**config.mk**
```make
export PLATFORM = sky130hd
export DESIGN_NAME = msd_top
export DESIGN_NICKNAME = d
export VERILOG_FILES = /design/src/msd_pkg.sv /design/src/msd_tick.sv /design/src/msd_persist.sv /design/src/msd_top.sv
export SDC_FILE = /design/constraint.sdc
export NUM_CORES = 2
export LEC_CHECK = 0
export ABC_AREA = 0
export CELL_PAD_IN_SITES_DETAIL_PLACEMENT = 1
export CELL_PAD_IN_SITES_GLOBAL_PLACEMENT = 2
export CORE_MARGIN = 4
export CORE_UTILIZATION = 23
export CTS_BUF_LIST = sky130_fd_sc_hd__clkbuf_16
export CTS_CLUSTER_SIZE = 8
export DETAILED_ROUTE_END_ITERATION = 16
export DONT_BUFFER_PORTS = 1
export GPL_TIMING_DRIVEN = 0
export PLACE_DENSITY_LB_ADDON = 0.1
export SLEW_MARGIN = 20
export SYNTH_ARGS = -nofsm -noshare
export SYNTH_HDL_FRONTEND = slang
export SYNTH_SLANG_ARGS = --single-unit
```
**constraint.sdc**
```tcl
create_clock -name clk_i -period 33.3 [get_ports clk_i]
set_input_delay 9.99 -clock clk_i [delete_from_list [all_inputs] [get_ports clk_i]]
set_output_delay 9.99 -clock clk_i [all_outputs]
set_load 0.005 [all_outputs]
```
**src/msd_pkg.sv**
```systemverilog
`default_nettype none
package msd_pkg;

	localparam int unsigned CLK_HZ         = 200_000_000;
	localparam int unsigned TICK_PERIOD_MS = 10;
	localparam int unsigned TICK_CYCLES    = CLK_HZ / 1000 * TICK_PERIOD_MS;
	localparam int unsigned TICKS_PER_SEC  = 1000 / TICK_PERIOD_MS;

	localparam logic [7:0] REG_CTRL      = 8'h00;
	localparam logic [7:0] REG_DECEL     = 8'h04;
	localparam logic [7:0] REG_RESTART   = 8'h08;
	localparam logic [7:0] REG_VNOM      = 8'h0C;
	localparam logic [7:0] REG_VIMB      = 8'h10;
	localparam logic [7:0] REG_OVOLT     = 8'h14;
	localparam logic [7:0] REG_UVSTART   = 8'h18;
	localparam logic [7:0] REG_UVRUN     = 8'h1C;
	localparam logic [7:0] REG_CURR      = 8'h20;
	localparam logic [7:0] REG_FLC       = 8'h24;
	localparam logic [7:0] REG_STATUS    = 8'h28;
	localparam logic [7:0] REG_IRQ_STAT  = 8'h2C;
	localparam logic [7:0] REG_IRQ_MASK  = 8'h30;
	localparam int unsigned CFG_NUM      = 10;

	localparam int unsigned F_B0         = 0;
	localparam int unsigned F_B1         = 8;
	localparam int unsigned F_B2         = 16;
	localparam int unsigned F_B3         = 24;
	localparam int unsigned F_FAULT_RST  = 8;
	localparam int unsigned F_OUT_ON     = 16;
	localparam int unsigned F_RST_BLOCK  = 17;
	localparam int unsigned F_MODE       = 18;

	localparam logic [0:CFG_NUM-1][31:0] CFG_MASK = '{
		32'h0000_0003, 32'h003F_7F7F, 32'h0000_03FF, 32'h0000_03FF, 32'h0000_1F1F,
		32'h0000_1F0F, 32'h0000_FF1F, 32'h0000_1F1F, 32'h1F1F_0F0F, 32'h0000_FFFF};
	localparam logic [0:CFG_NUM-1][31:0] CFG_RESET = '{
		32'h0000_0000, 32'h000A_1E3C, 32'h0000_0000, 32'h0000_01E0, 32'h0000_0A00,
		32'h0000_0A00, 32'h0000_0A00, 32'h0000_0200, 32'h0200_0101, 32'h0000_0064};

	localparam logic [1:0] DECEL_OFF  = 2'h0;
	localparam logic [1:0] DECEL_KEEP = 2'h2;
	localparam logic [6:0] PCT_FULL   = 7'h64;

	localparam int unsigned C_VIMB = 0;
	localparam int unsigned C_OV   = 1;
	localparam int unsigned C_UVS  = 2;
	localparam int unsigned C_UVR  = 3;
	localparam int unsigned C_SHRT = 4;
	localparam int unsigned C_SHNT = 5;
	localparam int unsigned C_CIMB = 6;
	localparam int unsigned C_OVLD = 7;
	localparam int unsigned N_TIMED = 7;

	typedef enum logic [1:0] {
		MSD_IDLE,
		MSD_RUN,
		MSD_DECEL
	} msd_mode_t;

endpackage
`default_nettype wire

```
**src/msd_tick.sv**
```systemverilog
`timescale 1ns/100ps
`default_nettype none
module msd_tick #(
	parameter int unsigned CYCLES = 2_000_000
) (
	input  wire logic clk_i,
	input  wire logic rst_i,
	output logic      tick_o
);
	typedef struct packed {
		logic [31:0] cnt;
		logic        tick;
	} msd_tick_st_t;

	msd_tick_st_t s_r, s_nxt;

	always_comb begin
		s_nxt = s_r;
		s_nxt.tick = 1'b0;
		if (s_r.cnt == 32'(CYCLES - 1)) begin
			s_nxt.cnt = 32'h0;
			s_nxt.tick = 1'b1;
		end else begin
			s_nxt.cnt = s_r.cnt + 32'h1;
		end
	end

	always_ff @(posedge clk_i) begin
		if (rst_i)
			s_r <= '0;
		else
			s_r <= s_nxt;
	end

	assign tick_o = s_r.tick;
endmodule // msd_tick
`default_nettype wire

```
**src/msd_persist.sv**
```systemverilog
`timescale 1ns/100ps
`default_nettype none
module msd_persist #(
	parameter int unsigned DW = 8
) (
	input  wire logic          clk_i,
	input  wire logic          rst_i,
	input  wire logic          sec_tick_i,
	input  wire logic          enable_i,
	input  wire logic          cond_i,
	input  wire logic [DW-1:0] delay_i,
	output logic               fire_o
);
	typedef struct packed {
		logic [DW:0] cnt;
		logic        fire;
	} msd_persist_st_t;

	msd_persist_st_t s_r, s_nxt;

	always_comb begin
		s_nxt = s_r;
		if (!(enable_i && cond_i)) begin
			s_nxt.cnt = '0;
		end else if (sec_tick_i && s_r.cnt <= {1'b0, delay_i}) begin
			s_nxt.cnt = s_r.cnt + 1'b1;
		end
		// Trips once the condition has outlasted the delay, not merely reached it
		s_nxt.fire = enable_i && cond_i && (s_r.cnt > {1'b0, delay_i});
	end

	always_ff @(posedge clk_i) begin
		if (rst_i)
			s_r <= '0;
		else
			s_r <= s_nxt;
	end

	assign fire_o = s_r.fire;
endmodule // msd_persist
`default_nettype wire

```
**src/msd_top.sv**
```systemverilog
// Local design decisions: the address map and the Wishbone interface to the registers.
`timescale 1ns/100ps
`default_nettype none
// Overview of operation
// - Decel select: 0 off, 1 soft-stop with overload shutoff, 2 keep ramping.
// - Stop with soft-stop steps output at once to start level, default 60%.
// - Output turns off at shut-off level, default 30%, kept below start level.
// - Ramp from start to shut-off level takes ramp time, 1-60 s, default 10.
// - Power loss blocks restart for 1-999 s; zero means no delay.
// - Nominal line voltage 200-600 V, default 480, is the voltage reference.
// - Voltage imbalance: any line voltage off average by at least set percent.
// - Voltage imbalance trips after lasting longer than 1-20 s, default 10.
// - Over-voltage beyond nominal plus percent trips after delay, default 10 s.
// - While starting, voltage below nominal minus percent trips after delay.
// - At speed, voltage at or below nominal minus percent trips after delay.
// - Among overlapping voltage trips, lowest threshold and fastest delay acts first.
// - Current thresholds are percentages of programmed full-load current.
// - Shorted thyristor trips after 1-10 s delay, default 1; zero disables.
// - Current flowing while off trips after 1-10 s delay; zero disables.
// - Current imbalance at or above 5-30 percent trips after delay, default 2 s.
module msd_top
	import msd_pkg::*;
#(
	parameter int unsigned TICK_CYC = TICK_CYCLES,
	parameter int unsigned AW       = 8
) (
	input  wire logic          clk_i,
	input  wire logic          rst_i,
	input  wire logic          cyc_i,
	input  wire logic          stb_i,
	input  wire logic          we_i,
	input  wire logic [AW-1:0] adr_i,
	input  wire logic [3:0]    sel_i,
	input  wire logic [31:0]   dat_i,
	output logic [31:0]        dat_o,
	output logic               ack_o,
	input  wire logic          start_cmd_i,
	input  wire logic          stop_cmd_i,
	input  wire logic          at_speed_i,
	input  wire logic          overload_trip_i,
	input  wire logic          power_lost_i,
	input  wire logic          thyristor_short_i,
	input  wire logic [9:0]    v_ab_i,
	input  wire logic [9:0]    v_bc_i,
	input  wire logic [9:0]    v_ca_i,
	input  wire logic [15:0]   i_a_i,
	input  wire logic [15:0]   i_b_i,
	input  wire logic [15:0]   i_c_i,
	output logic               output_on_o,
	output logic [6:0]         output_level_o,
	output logic               restart_block_o,
	output logic               fault_o,
	output logic [7:0]         fault_cause_o,
	output logic               irq_o
);
	typedef struct packed {
		logic [0:CFG_NUM-1][31:0] cfg;
		msd_mode_t                mode;
		logic [6:0]               level;
		logic [12:0]              acc;
		logic [6:0]               sub;
		logic                     sec;
		logic [9:0]               restart_cnt;
		logic [7:0]               cause;
		logic [7:0]               irq_stat;
		logic [7:0]               irq_mask;
		logic                     ack;
		logic [31:0]              rdata;
	} msd_st_t;

	msd_st_t s_r, s_nxt;

	logic                centi_tick;
	logic [N_TIMED-1:0]  cond;
	logic [N_TIMED-1:0]  enable;
	logic [N_TIMED-1:0]  fire;
	logic [7:0]          delay [N_TIMED];

	msd_tick #(
		.CYCLES (TICK_CYC)
	) u_tick (
		.clk_i  (clk_i),
		.rst_i  (rst_i),
		.tick_o (centi_tick)
	);

	genvar g;
	generate
		for (g = 0; g < N_TIMED; g++) begin : g_persist
			msd_persist #(
				.DW (8)
			) u_persist (
				.clk_i      (clk_i),
				.rst_i      (rst_i),
				.sec_tick_i (s_r.sec),
				.enable_i   (enable[g]),
				.cond_i     (cond[g]),
				.delay_i    (delay[g]),
				.fire_o     (fire[g])
			);
		end
	endgenerate

	// Configuration fields
	logic [1:0]  decel_select;
	logic [6:0]  decel_start_pct;
	logic [6:0]  decel_shutoff_level;
	logic [5:0]  decel_ramp_time;
	logic [9:0]  restart_delay_time;
	logic [9:0]  nominal_line_voltage;
	logic [4:0]  volt_imbalance_thresh;
	logic [3:0]  over_volt_thresh;
	logic [4:0]  under_volt_start_thresh;
	logic [4:0]  under_volt_run_thresh;
	logic [4:0]  curr_imbalance_thresh;
	logic [15:0] motor_full_load_current;

	assign decel_select            = s_r.cfg[0][F_B0+:2];
	assign decel_start_pct         = s_r.cfg[1][F_B0+:7];
	assign decel_shutoff_level     = s_r.cfg[1][F_B1+:7];
	assign decel_ramp_time         = s_r.cfg[1][F_B2+:6];
	assign restart_delay_time      = s_r.cfg[2][F_B0+:10];
	assign nominal_line_voltage    = s_r.cfg[3][F_B0+:10];
	assign volt_imbalance_thresh   = s_r.cfg[4][F_B0+:5];
	assign over_volt_thresh        = s_r.cfg[5][F_B0+:4];
	assign under_volt_start_thresh = s_r.cfg[6][F_B0+:5];
	assign under_volt_run_thresh   = s_r.cfg[7][F_B0+:5];
	assign curr_imbalance_thresh   = s_r.cfg[8][F_B2+:5];
	assign motor_full_load_current = s_r.cfg[9][F_B0+:16];

	assign delay[C_VIMB] = {3'h0, s_r.cfg[4][F_B1+:5]};
	assign delay[C_OV]   = {3'h0, s_r.cfg[5][F_B1+:5]};
	assign delay[C_UVS]  = s_r.cfg[6][F_B1+:8];
	assign delay[C_UVR]  = {3'h0, s_r.cfg[7][F_B1+:5]};
	assign delay[C_SHRT] = {4'h0, s_r.cfg[8][F_B0+:4]};
	assign delay[C_SHNT] = {4'h0, s_r.cfg[8][F_B1+:4]};
	assign delay[C_CIMB] = {3'h0, s_r.cfg[8][F_B3+:5]};

	// Zero thresholds disable their trips; zero delays disable only shorted thyristor and shunt
	assign enable[C_VIMB] = volt_imbalance_thresh != 5'h0;
	assign enable[C_OV]   = over_volt_thresh != 4'h0;
	assign enable[C_UVS]  = under_volt_start_thresh != 5'h0;
	assign enable[C_UVR]  = under_volt_run_thresh != 5'h0;
	assign enable[C_SHRT] = delay[C_SHRT] != 8'h0;
	assign enable[C_SHNT] = delay[C_SHNT] != 8'h0;
	assign enable[C_CIMB] = curr_imbalance_thresh != 5'h0;

	// Shut-off level forced at least one percent under start level
	logic [6:0] shut_eff;
	assign shut_eff = (decel_shutoff_level < decel_start_pct) ? decel_shutoff_level :
		((decel_start_pct == 7'h0) ? 7'h0 : decel_start_pct - 7'h1);

	// Percentage comparisons, cross-multiplied to avoid division
	always_comb begin
		logic [9:0]  v [3];
		logic [15:0] i [3];
		logic [11:0] vsum;
		logic [11:0] dev;
		logic [15:0] idiff;
		logic [19:0] v100;
		logic [19:0] ov_lim;
		logic [19:0] uvs_lim;
		logic [19:0] uvr_lim;
		logic [19:0] vimb_lim;
		logic [23:0] cimb_lim;
		v = '{v_ab_i, v_bc_i, v_ca_i};
		i = '{i_a_i, i_b_i, i_c_i};
		vsum = 12'(v[0]) + 12'(v[1]) + 12'(v[2]);
		dev = 12'h0;
		idiff = 16'h0;
		v100 = 20'h0;
		ov_lim = 20'(nominal_line_voltage) * 20'(7'(PCT_FULL) + 7'(over_volt_thresh));
		uvs_lim = 20'(nominal_line_voltage) * 20'(PCT_FULL - 7'(under_volt_start_thresh));
		uvr_lim = 20'(nominal_line_voltage) * 20'(PCT_FULL - 7'(under_volt_run_thresh));
		vimb_lim = 20'(volt_imbalance_thresh) * 20'(vsum);
		cimb_lim = 24'(curr_imbalance_thresh) * 24'(motor_full_load_current);
		cond = '0;
		for (int k = 0; k < 3; k++) begin
			v100 = 20'(v[k]) * 20'(PCT_FULL);
			dev = (12'(v[k]) * 12'h3 > vsum) ? 12'(v[k]) * 12'h3 - vsum : vsum - 12'(v[k]) * 12'h3;
			if (20'(dev) * 20'(PCT_FULL) >= vimb_lim)
				cond[C_VIMB] = 1'b1;
			if (v100 > ov_lim)
				cond[C_OV] = 1'b1;
			if (v100 < uvs_lim && s_r.mode == MSD_RUN && !at_speed_i)
				cond[C_UVS] = 1'b1;
			if (v100 <= uvr_lim && s_r.mode == MSD_RUN && at_speed_i)
				cond[C_UVR] = 1'b1;
			idiff = (i[k] > i[(k + 1) % 3]) ? i[k] - i[(k + 1) % 3] : i[(k + 1) % 3] - i[k];
			if (24'(idiff) * 24'(PCT_FULL) >= cimb_lim)
				cond[C_CIMB] = 1'b1;
			if (i[k] != 16'h0 && s_r.mode == MSD_IDLE)
				cond[C_SHNT] = 1'b1;
		end
		cond[C_SHRT] = thyristor_short_i;
	end

	// Bus decode
	logic [5:0]  widx;
	logic [31:0] bmask;
	logic [31:0] rd_mux;
	logic        wr_en;
	logic        fault_rst;
	assign widx = adr_i[7:2];
	assign bmask = {{8{sel_i[3]}}, {8{sel_i[2]}}, {8{sel_i[1]}}, {8{sel_i[0]}}};
	// Writes land on the edge where the master sees ack
	assign wr_en = cyc_i && stb_i && we_i && s_r.ack;
	assign fault_rst = wr_en && {widx, 2'b00} == REG_CTRL && sel_i[1] && dat_i[F_FAULT_RST];

	always_comb begin
		rd_mux = 32'h0;
		if (widx < 6'(CFG_NUM))
			rd_mux = s_r.cfg[widx[3:0]];
		else if ({widx, 2'b00} == REG_STATUS)
			rd_mux = {12'h0, s_r.mode, s_r.restart_cnt != 10'h0, s_r.mode != MSD_IDLE,
				1'b0, s_r.level, s_r.cause};
		else if ({widx, 2'b00} == REG_IRQ_STAT)
			rd_mux = {24'h0, s_r.irq_stat};
		else if ({widx, 2'b00} == REG_IRQ_MASK)
			rd_mux = {24'h0, s_r.irq_mask};
	end

	logic [7:0] new_cause;
	logic       ovld_off;
	logic [12:0] ramp_span;
	logic [12:0] acc_sum;

	// Overload cuts output except when decel is told to ride through it
	assign ovld_off = overload_trip_i && s_r.mode != MSD_IDLE &&
		!(s_r.mode == MSD_DECEL && decel_select == DECEL_KEEP);
	assign new_cause = {ovld_off, fire};
	assign ramp_span = 13'(decel_ramp_time) * 13'(PCT_FULL);
	assign acc_sum = s_r.acc + 13'(decel_start_pct - shut_eff);

	always_comb begin
		s_nxt = s_r;
		s_nxt.ack = cyc_i && stb_i && !s_r.ack;
		s_nxt.rdata = rd_mux;
		if (wr_en) begin
			for (int k = 0; k < CFG_NUM; k++) begin
				if (widx == 6'(k))
					s_nxt.cfg[k] = ((s_r.cfg[k] & ~bmask) | (dat_i & bmask)) & CFG_MASK[k];
			end
			if ({widx, 2'b00} == REG_IRQ_MASK && sel_i[0])
				s_nxt.irq_mask = dat_i[7:0];
		end

		// Seconds time base from the hundredth tick
		s_nxt.sec = 1'b0;
		if (centi_tick) begin
			if (s_r.sub == 7'(TICKS_PER_SEC - 1)) begin
				s_nxt.sub = 7'h0;
				s_nxt.sec = 1'b1;
			end else begin
				s_nxt.sub = s_r.sub + 7'h1;
			end
		end

		if (power_lost_i)
			s_nxt.restart_cnt = restart_delay_time;
		else if (s_r.sec && s_r.restart_cnt != 10'h0)
			s_nxt.restart_cnt = s_r.restart_cnt - 10'h1;

		unique case (s_r.mode)
			MSD_IDLE: begin
				s_nxt.level = 7'h0;
				s_nxt.acc = 13'h0;
				if (start_cmd_i && !stop_cmd_i && s_r.cause == 8'h0 &&
					s_r.restart_cnt == 10'h0 && !power_lost_i) begin
					s_nxt.mode = MSD_RUN;
					s_nxt.level = PCT_FULL;
				end
			end
			MSD_RUN: begin
				if (stop_cmd_i) begin
					if (decel_select != DECEL_OFF && decel_start_pct != 7'h0) begin
						s_nxt.mode = MSD_DECEL;
						s_nxt.level = decel_start_pct;
						s_nxt.acc = 13'h0;
					end else begin
						s_nxt.mode = MSD_IDLE;
						s_nxt.level = 7'h0;
					end
				end
			end
			MSD_DECEL: begin
				// Slope is span over ramp time, one percent per step
				if (centi_tick) begin
					if (acc_sum >= ramp_span) begin
						s_nxt.acc = acc_sum - ramp_span;
						s_nxt.level = s_r.level - 7'h1;
					end else begin
						s_nxt.acc = acc_sum;
					end
				end
				if (s_r.level <= shut_eff) begin
					s_nxt.mode = MSD_IDLE;
					s_nxt.level = 7'h0;
				end
			end
		endcase

		// First timer to expire wins, so the tightest setting acts first
		if (new_cause != 8'h0 || power_lost_i) begin
			s_nxt.mode = MSD_IDLE;
			s_nxt.level = 7'h0;
		end
		s_nxt.cause = (fault_rst ? 8'h0 : s_r.cause) | new_cause;

		// Sticky event bits; a new event beats a same-cycle clear
		s_nxt.irq_stat = s_r.irq_stat;
		if (wr_en && {widx, 2'b00} == REG_IRQ_STAT && sel_i[0])
			s_nxt.irq_stat = s_r.irq_stat & ~dat_i[7:0];
		s_nxt.irq_stat = s_nxt.irq_stat | new_cause;
	end

	always_ff @(posedge clk_i) begin
		if (rst_i) begin
			s_r <= '0;
			s_r.cfg <= CFG_RESET;
			s_r.mode <= MSD_IDLE;
		end else begin
			s_r <= s_nxt;
		end
	end

	assign dat_o           = s_r.rdata;
	assign ack_o           = s_r.ack;
	assign output_on_o     = s_r.mode != MSD_IDLE;
	assign output_level_o  = s_r.level;
	assign restart_block_o = s_r.restart_cnt != 10'h0;
	assign fault_o         = s_r.cause != 8'h0;
	assign fault_cause_o   = s_r.cause;
	assign irq_o           = (s_r.irq_stat & s_r.irq_mask) != 8'h0;
endmodule // msd_top
`default_nettype wire

```
==> results.sh <==
export IMPL_post_cts_setup_buffers=0
export IMPL_cts_path_max_buffers=3
export IMPL_p_per_area_nw_per_um2=120.1
export IMPL_grt_pass1_vias=45761
export IMPL_drtIter0Drc=1451
export IMPL_synthToLayoutAreaGrowth_pct=9.925
export IMPL_drcViolationCount=0
export IMPL_max_freq_mhz=45.95
export IMPL_routedWlPerCell_um=21.12
export IMPL_async_flop_share_pct=0
export IMPL_fin_crit_sh_pct=65.35
export IMPL_synth_top_family_by_area="adder cells"
export IMPL_critPathSlowestCell="a2111oi_0"
export IMPL_synth_xor_xnor_area_share_pct=6.585
export IMPL_comb_power_share_pct=88.2
export IMPL_vias=42258
export IMPL_p_leak_nw=27.53
export IMPL_synth_simple_area_share_pct=15.04
export IMPL_min_path_cells=2
export IMPL_io_pins=185
export IMPL_hold_viol=0
export IMPL_vdd_ir_drop_max_uv=200.0
export IMPL_worst_slack_ns=11.54
export IMPL_io_buffers=0
export IMPL_start_kind="input port"
export IMPL_die_height_um=481.6
export IMPL_nets=7773
export IMPL_p_seq_share_pct=5.5
export IMPL_grt_pass1_wl_um=296600
export IMPL_clkPwrFrac_pct=6.3
export IMPL_hp_class="reg2reg"
export IMPL_vias_per_cell=4.580
export IMPL_critical_path_class="in2reg"
export IMPL_cp_max_fo=10
export IMPL_synth_edf_count=0
export IMPL_start_util_pct=23.16
export IMPL_power_switching_mw=3.600
export IMPL_synth_cell_area_sq_um=51580
export IMPL_worstPathRequired_ns=33.76
export IMPL_finalCriticalPeriod_ns=21.76
export IMPL_reg2reg_depth=35
export IMPL_crit_buf_inv=10
export IMPL_ys_flop_type="dfxtp_1"
export IMPL_min_from="g_persist[1].u_persist.s_r[9]$_SDFFE_PP0P_"
export IMPL_h_tree_depth=2
export IMPL_p_sw_share_pct=52.87
export IMPL_wl_um=194900
export IMPL_die_w_um=481.6
export IMPL_clkTransAtPathRegs_ns=0.05
export IMPL_slew_limit_headroom_pct=26.37
export IMPL_hpwl_um=167500
export IMPL_synth_seq_area_share_pct=12.15
export IMPL_worstPathArrival_ns=22.22
export IMPL_ant_nets=0
export IMPL_synth_compound_area_share_pct=15.45
export IMPL_max_stage_delay_ns=0.84
export IMPL_skew_ns=0.03878
export IMPL_place_congestion=0.8020
export IMPL_rrSetupSlack_ns=23.52
export IMPL_rsz0062_at_grt="false"
export IMPL_cts_resized=0
export IMPL_crit_path_end_kind="flop"
export IMPL_cts_tree="yes"
export IMPL_ys_types=101
export IMPL_crit_top_cell="ha_1"
export IMPL_synth_cells=6180
export IMPL_hold_path_endpoint="g_persist[1].u_persist.s_r[9]$_SDFFE_PP0P_"
export IMPL_cts_sinks=313
export IMPL_syn_area_per_cell_sq_um=8.347
export IMPL_worst_r2r_endpoint="g_persist[3].u_persist.fire_o$_SDFF_PP0_"
export IMPL_setup_viol_count_final=0
export IMPL_synth_adder_area_share_pct=38.67
export IMPL_pre_cts_ws_ns=10.19
export IMPL_ys_warn_count=0
export IMPL_cts_made_buffers=45
export IMPL_antenna_found_initial=9
export IMPL_p_int_mw=3.209
export IMPL_worst_pin_slew_ns=1.100
export IMPL_core_area_sq_um=222700
export IMPL_rows=173
export IMPL_dieArea_sq_um=231900
export IMPL_cp_top_family="compound AO/OA/AOI/OAI gates"
export IMPL_drive_gt1_share_pct=3.379
export IMPL_cts_hold_buf=0
export IMPL_maxCapViolCount=0
export IMPL_synth_area_mux_share_pct=3.859
export IMPL_maxSlewViolCount=0
export IMPL_root_buffer="clkbuf_16"
export IMPL_regToRegStartpoint="s_r[161]$_SDFFE_PP0P_"
export IMPL_tns_ns=0
export IMPL_yosys_register_bits=313
export IMPL_grt_max_degree=15
export IMPL_firstDrtPassIters=5
export IMPL_insertion_delay_ns=0.61
export IMPL_fillers=26315
export IMPL_grtUsageTotal_pct=16.69
export IMPL_status="completed"
export IMPL_grt_overflow=0
## worst max path at each step
stage | to | slack (ns) | cells past startpoint | start
finish | g_persist[0].u_persist.fire_o$_SDFF_PP0_ | 11.54 | 49 | v_ca_i[1]
global route | g_persist[0].u_persist.fire_o$_SDFF_PP0_ | 10.46 | 49 | v_ca_i[1]
CTS | g_persist[0].u_persist.fire_o$_SDFF_PP0_ | 10.74 | 48 | v_ca_i[1]
detailed placement | g_persist[0].u_persist.fire_o$_SDFF_PP0_ | 10.19 | 48 | v_ca_i[1]
global placement | g_persist[0].u_persist.fire_o$_SDFF_PP0_ | 9.98 | 44 | v_ca_i[1]
floorplan | g_persist[0].u_persist.fire_o$_SDFF_PP0_ | 13.80 | 48 | v_ab_i[1]
## routing by layer
layer  part of all wire, %  global-route usage [%]  vias to the layer above
met5                     0                       0                        -
met4                   1.0                   1.774                        0
met3                   2.5                   1.519                       98
met2                    47                   28.71                      340
met1                    49                   23.30                    20708
li1                      -                       -                    21112
## synth_stat cells (10+ instances only)
| master | count | area (sq um) |
|---|---|---|
| or2_2 | 11 | 68.82 |
| a21boi_0 | 16 | 120.1 |
| or3_1 | 21 | 131.4 |
| o21bai_1 | 67 | 503.0 |
| nor2_1 | 410 | 1539 |
| and4_1 | 10 | 87.58 |
| dfxtp_1 | 313 | 6266 |
| o21a_1 | 36 | 270.3 |
| mux2i_1 | 137 | 1371 |
| nor3_1 | 67 | 335.3 |
| a22oi_1 | 29 | 217.7 |
| nor4_1 | 37 | 231.5 |
| or4_1 | 11 | 82.58 |
| nand3b_1 | 20 | 150.1 |
| a211oi_1 | 29 | 217.7 |
| xor2_1 | 143 | 1252 |
| nor2b_1 | 78 | 488.0 |
| nor3b_1 | 15 | 112.6 |
| xnor2_1 | 243 | 2128 |
| inv_1 | 873 | 3277 |
| a21oi_1 | 418 | 2092 |
| ha_1 | 1091 | 13650 |
| nand3_1 | 111 | 555.5 |
| fa_1 | 311 | 6226 |
| mux2_2 | 32 | 360.4 |
| o31ai_1 | 13 | 97.59 |
| and2_1 | 184 | 1151 |
| and3_1 | 39 | 244.0 |
| buf_1 | 11 | 41.29 |
| clkbuf_1 | 137 | 514.2 |
| nand2_1 | 394 | 1479 |
| nand4_1 | 75 | 469.2 |
| a221oi_1 | 17 | 148.9 |
| a21o_1 | 207 | 1554 |
| a31oi_1 | 39 | 244.0 |
| o21ai_0 | 219 | 1096 |
| nand2b_1 | 55 | 344.1 |
| o211ai_1 | 21 | 157.7 |
| buf_4 | 51 | 382.9 |
| a211o_1 | 15 | 131.4 |
## power by group through the flow
stage          sequential (mW)  clock, mW  combinational, mW
2_1_floorplan            0.384          0               4.51
5_1_grt                  0.376      0.457               7.10
3_5_place_dp             0.384          0               6.13
4_1_cts                  0.376      0.445               6.20
6_report                 0.377      0.426               6.01
3_3_place_gp             0.384          0               6.08
## final cells by class
cell class / count / area, sq um / area share, %
antenna: 7 / 17.52 / 0.03089
buffer: 205 / 978.4 / 1.726
clock buffer: 45 / 1126 / 1.986
clock inverter: 9 / 88.84 / 0.1567
inverter: 873 / 3277 / 5.779
multi-input combinational: 4793 / 41150 / 72.58
sequential: 313 / 6266 / 11.05
tap: 2975 / 3722 / 6.565
timing repair buffer: 7 / 72.57 / 0.1280
## placed cells by master, fill, tap and decap left out, types with 17 or more instances in the layout
cell type and n:
a211oi_1 29, a21o_1 207, a21oi_1 418, a221oi_1 17, a22oi_1 29, a31oi_1 39
and2_1 184, and3_1 39, buf_4 52, clkbuf_1 134, clkbuf_16 45, dfxtp_1 313
fa_1 311, ha_1 1091, inv_1 878, mux2_2 32, mux2i_1 137, nand2_1 394
nand2b_1 55, nand3_1 111, nand3b_1 20, nand4_1 75, nor2_1 410, nor2b_1 78
nor3_1 65, nor4_1 36, o211ai_1 21, o21a_1 36, o21ai_0 219, o21bai_1 67
or3_1 21, xnor2_1 241, xor2_1 142
## per-stage QoR
step | hold WS (ns) | cells | instance area [sq um] | total power, mW | utilization (%)
floorplan | 0.4027 | 6184 | 51600 | 4.890 | -
global placement | 0.4113 | 9159 | 55320 | 6.461 | 24.84
detailed placement | 0.4177 | 9165 | 55460 | 6.513 | 24.90
CTS | 0.4262 | 9219 | 56670 | 7.022 | 25.44
global route | 0.4392 | 9220 | 56690 | 7.930 | 25.45
finish | 0.4239 | 9227 | 56700 | 6.809 | 25.46
## kinds of logic (layout without fill, tap and decap cells)
logic type,Yosys count,count (layout)
adders and majority gates,1409,1409
muxes,182,182
other,1,12
buffers and inverters,1078,1139
xor gates and xnor gates,387,387
AOI/OAI and AO/OA,1244,1244
DFF,313,313
and+or+nand+nor,1566,1566
## state kept, by name, indices dropped and copies added, names as in the netlist
signal                      cells
g_persist.u_persist.fire_o      7
decel_start_pct                 7
fault_cause_o                   8
g_persist.u_persist.s_r        63
ack_o                           1
nominal_line_voltage           10
motor_full_load_current        16
u_tick.tick_o                   1
delay                          36
output_level_o                  7
decel_ramp_time                 6
curr_imbalance_thresh           5
restart_delay_time             10
s_r                            64
over_volt_thresh                4
u_tick.s_r                     32
dat_o                          27
decel_select                    2
decel_shutoff_level             7
## worst reg2reg max path: cells and delay by family, from the launching register on
kind | cells | cell delay, ns
adder cells (fa/ha/maj) | 7 | 2.42
flip-flops | 1 | 0.53
XOR/XNOR | 2 | 1.16
AO/OA/AOI/OAI | 15 | 3.49
AND/OR/NAND/NOR | 4 | 1.18
buffers and inverters | 7 | 0.82
(Power assumes the default switching activity.)
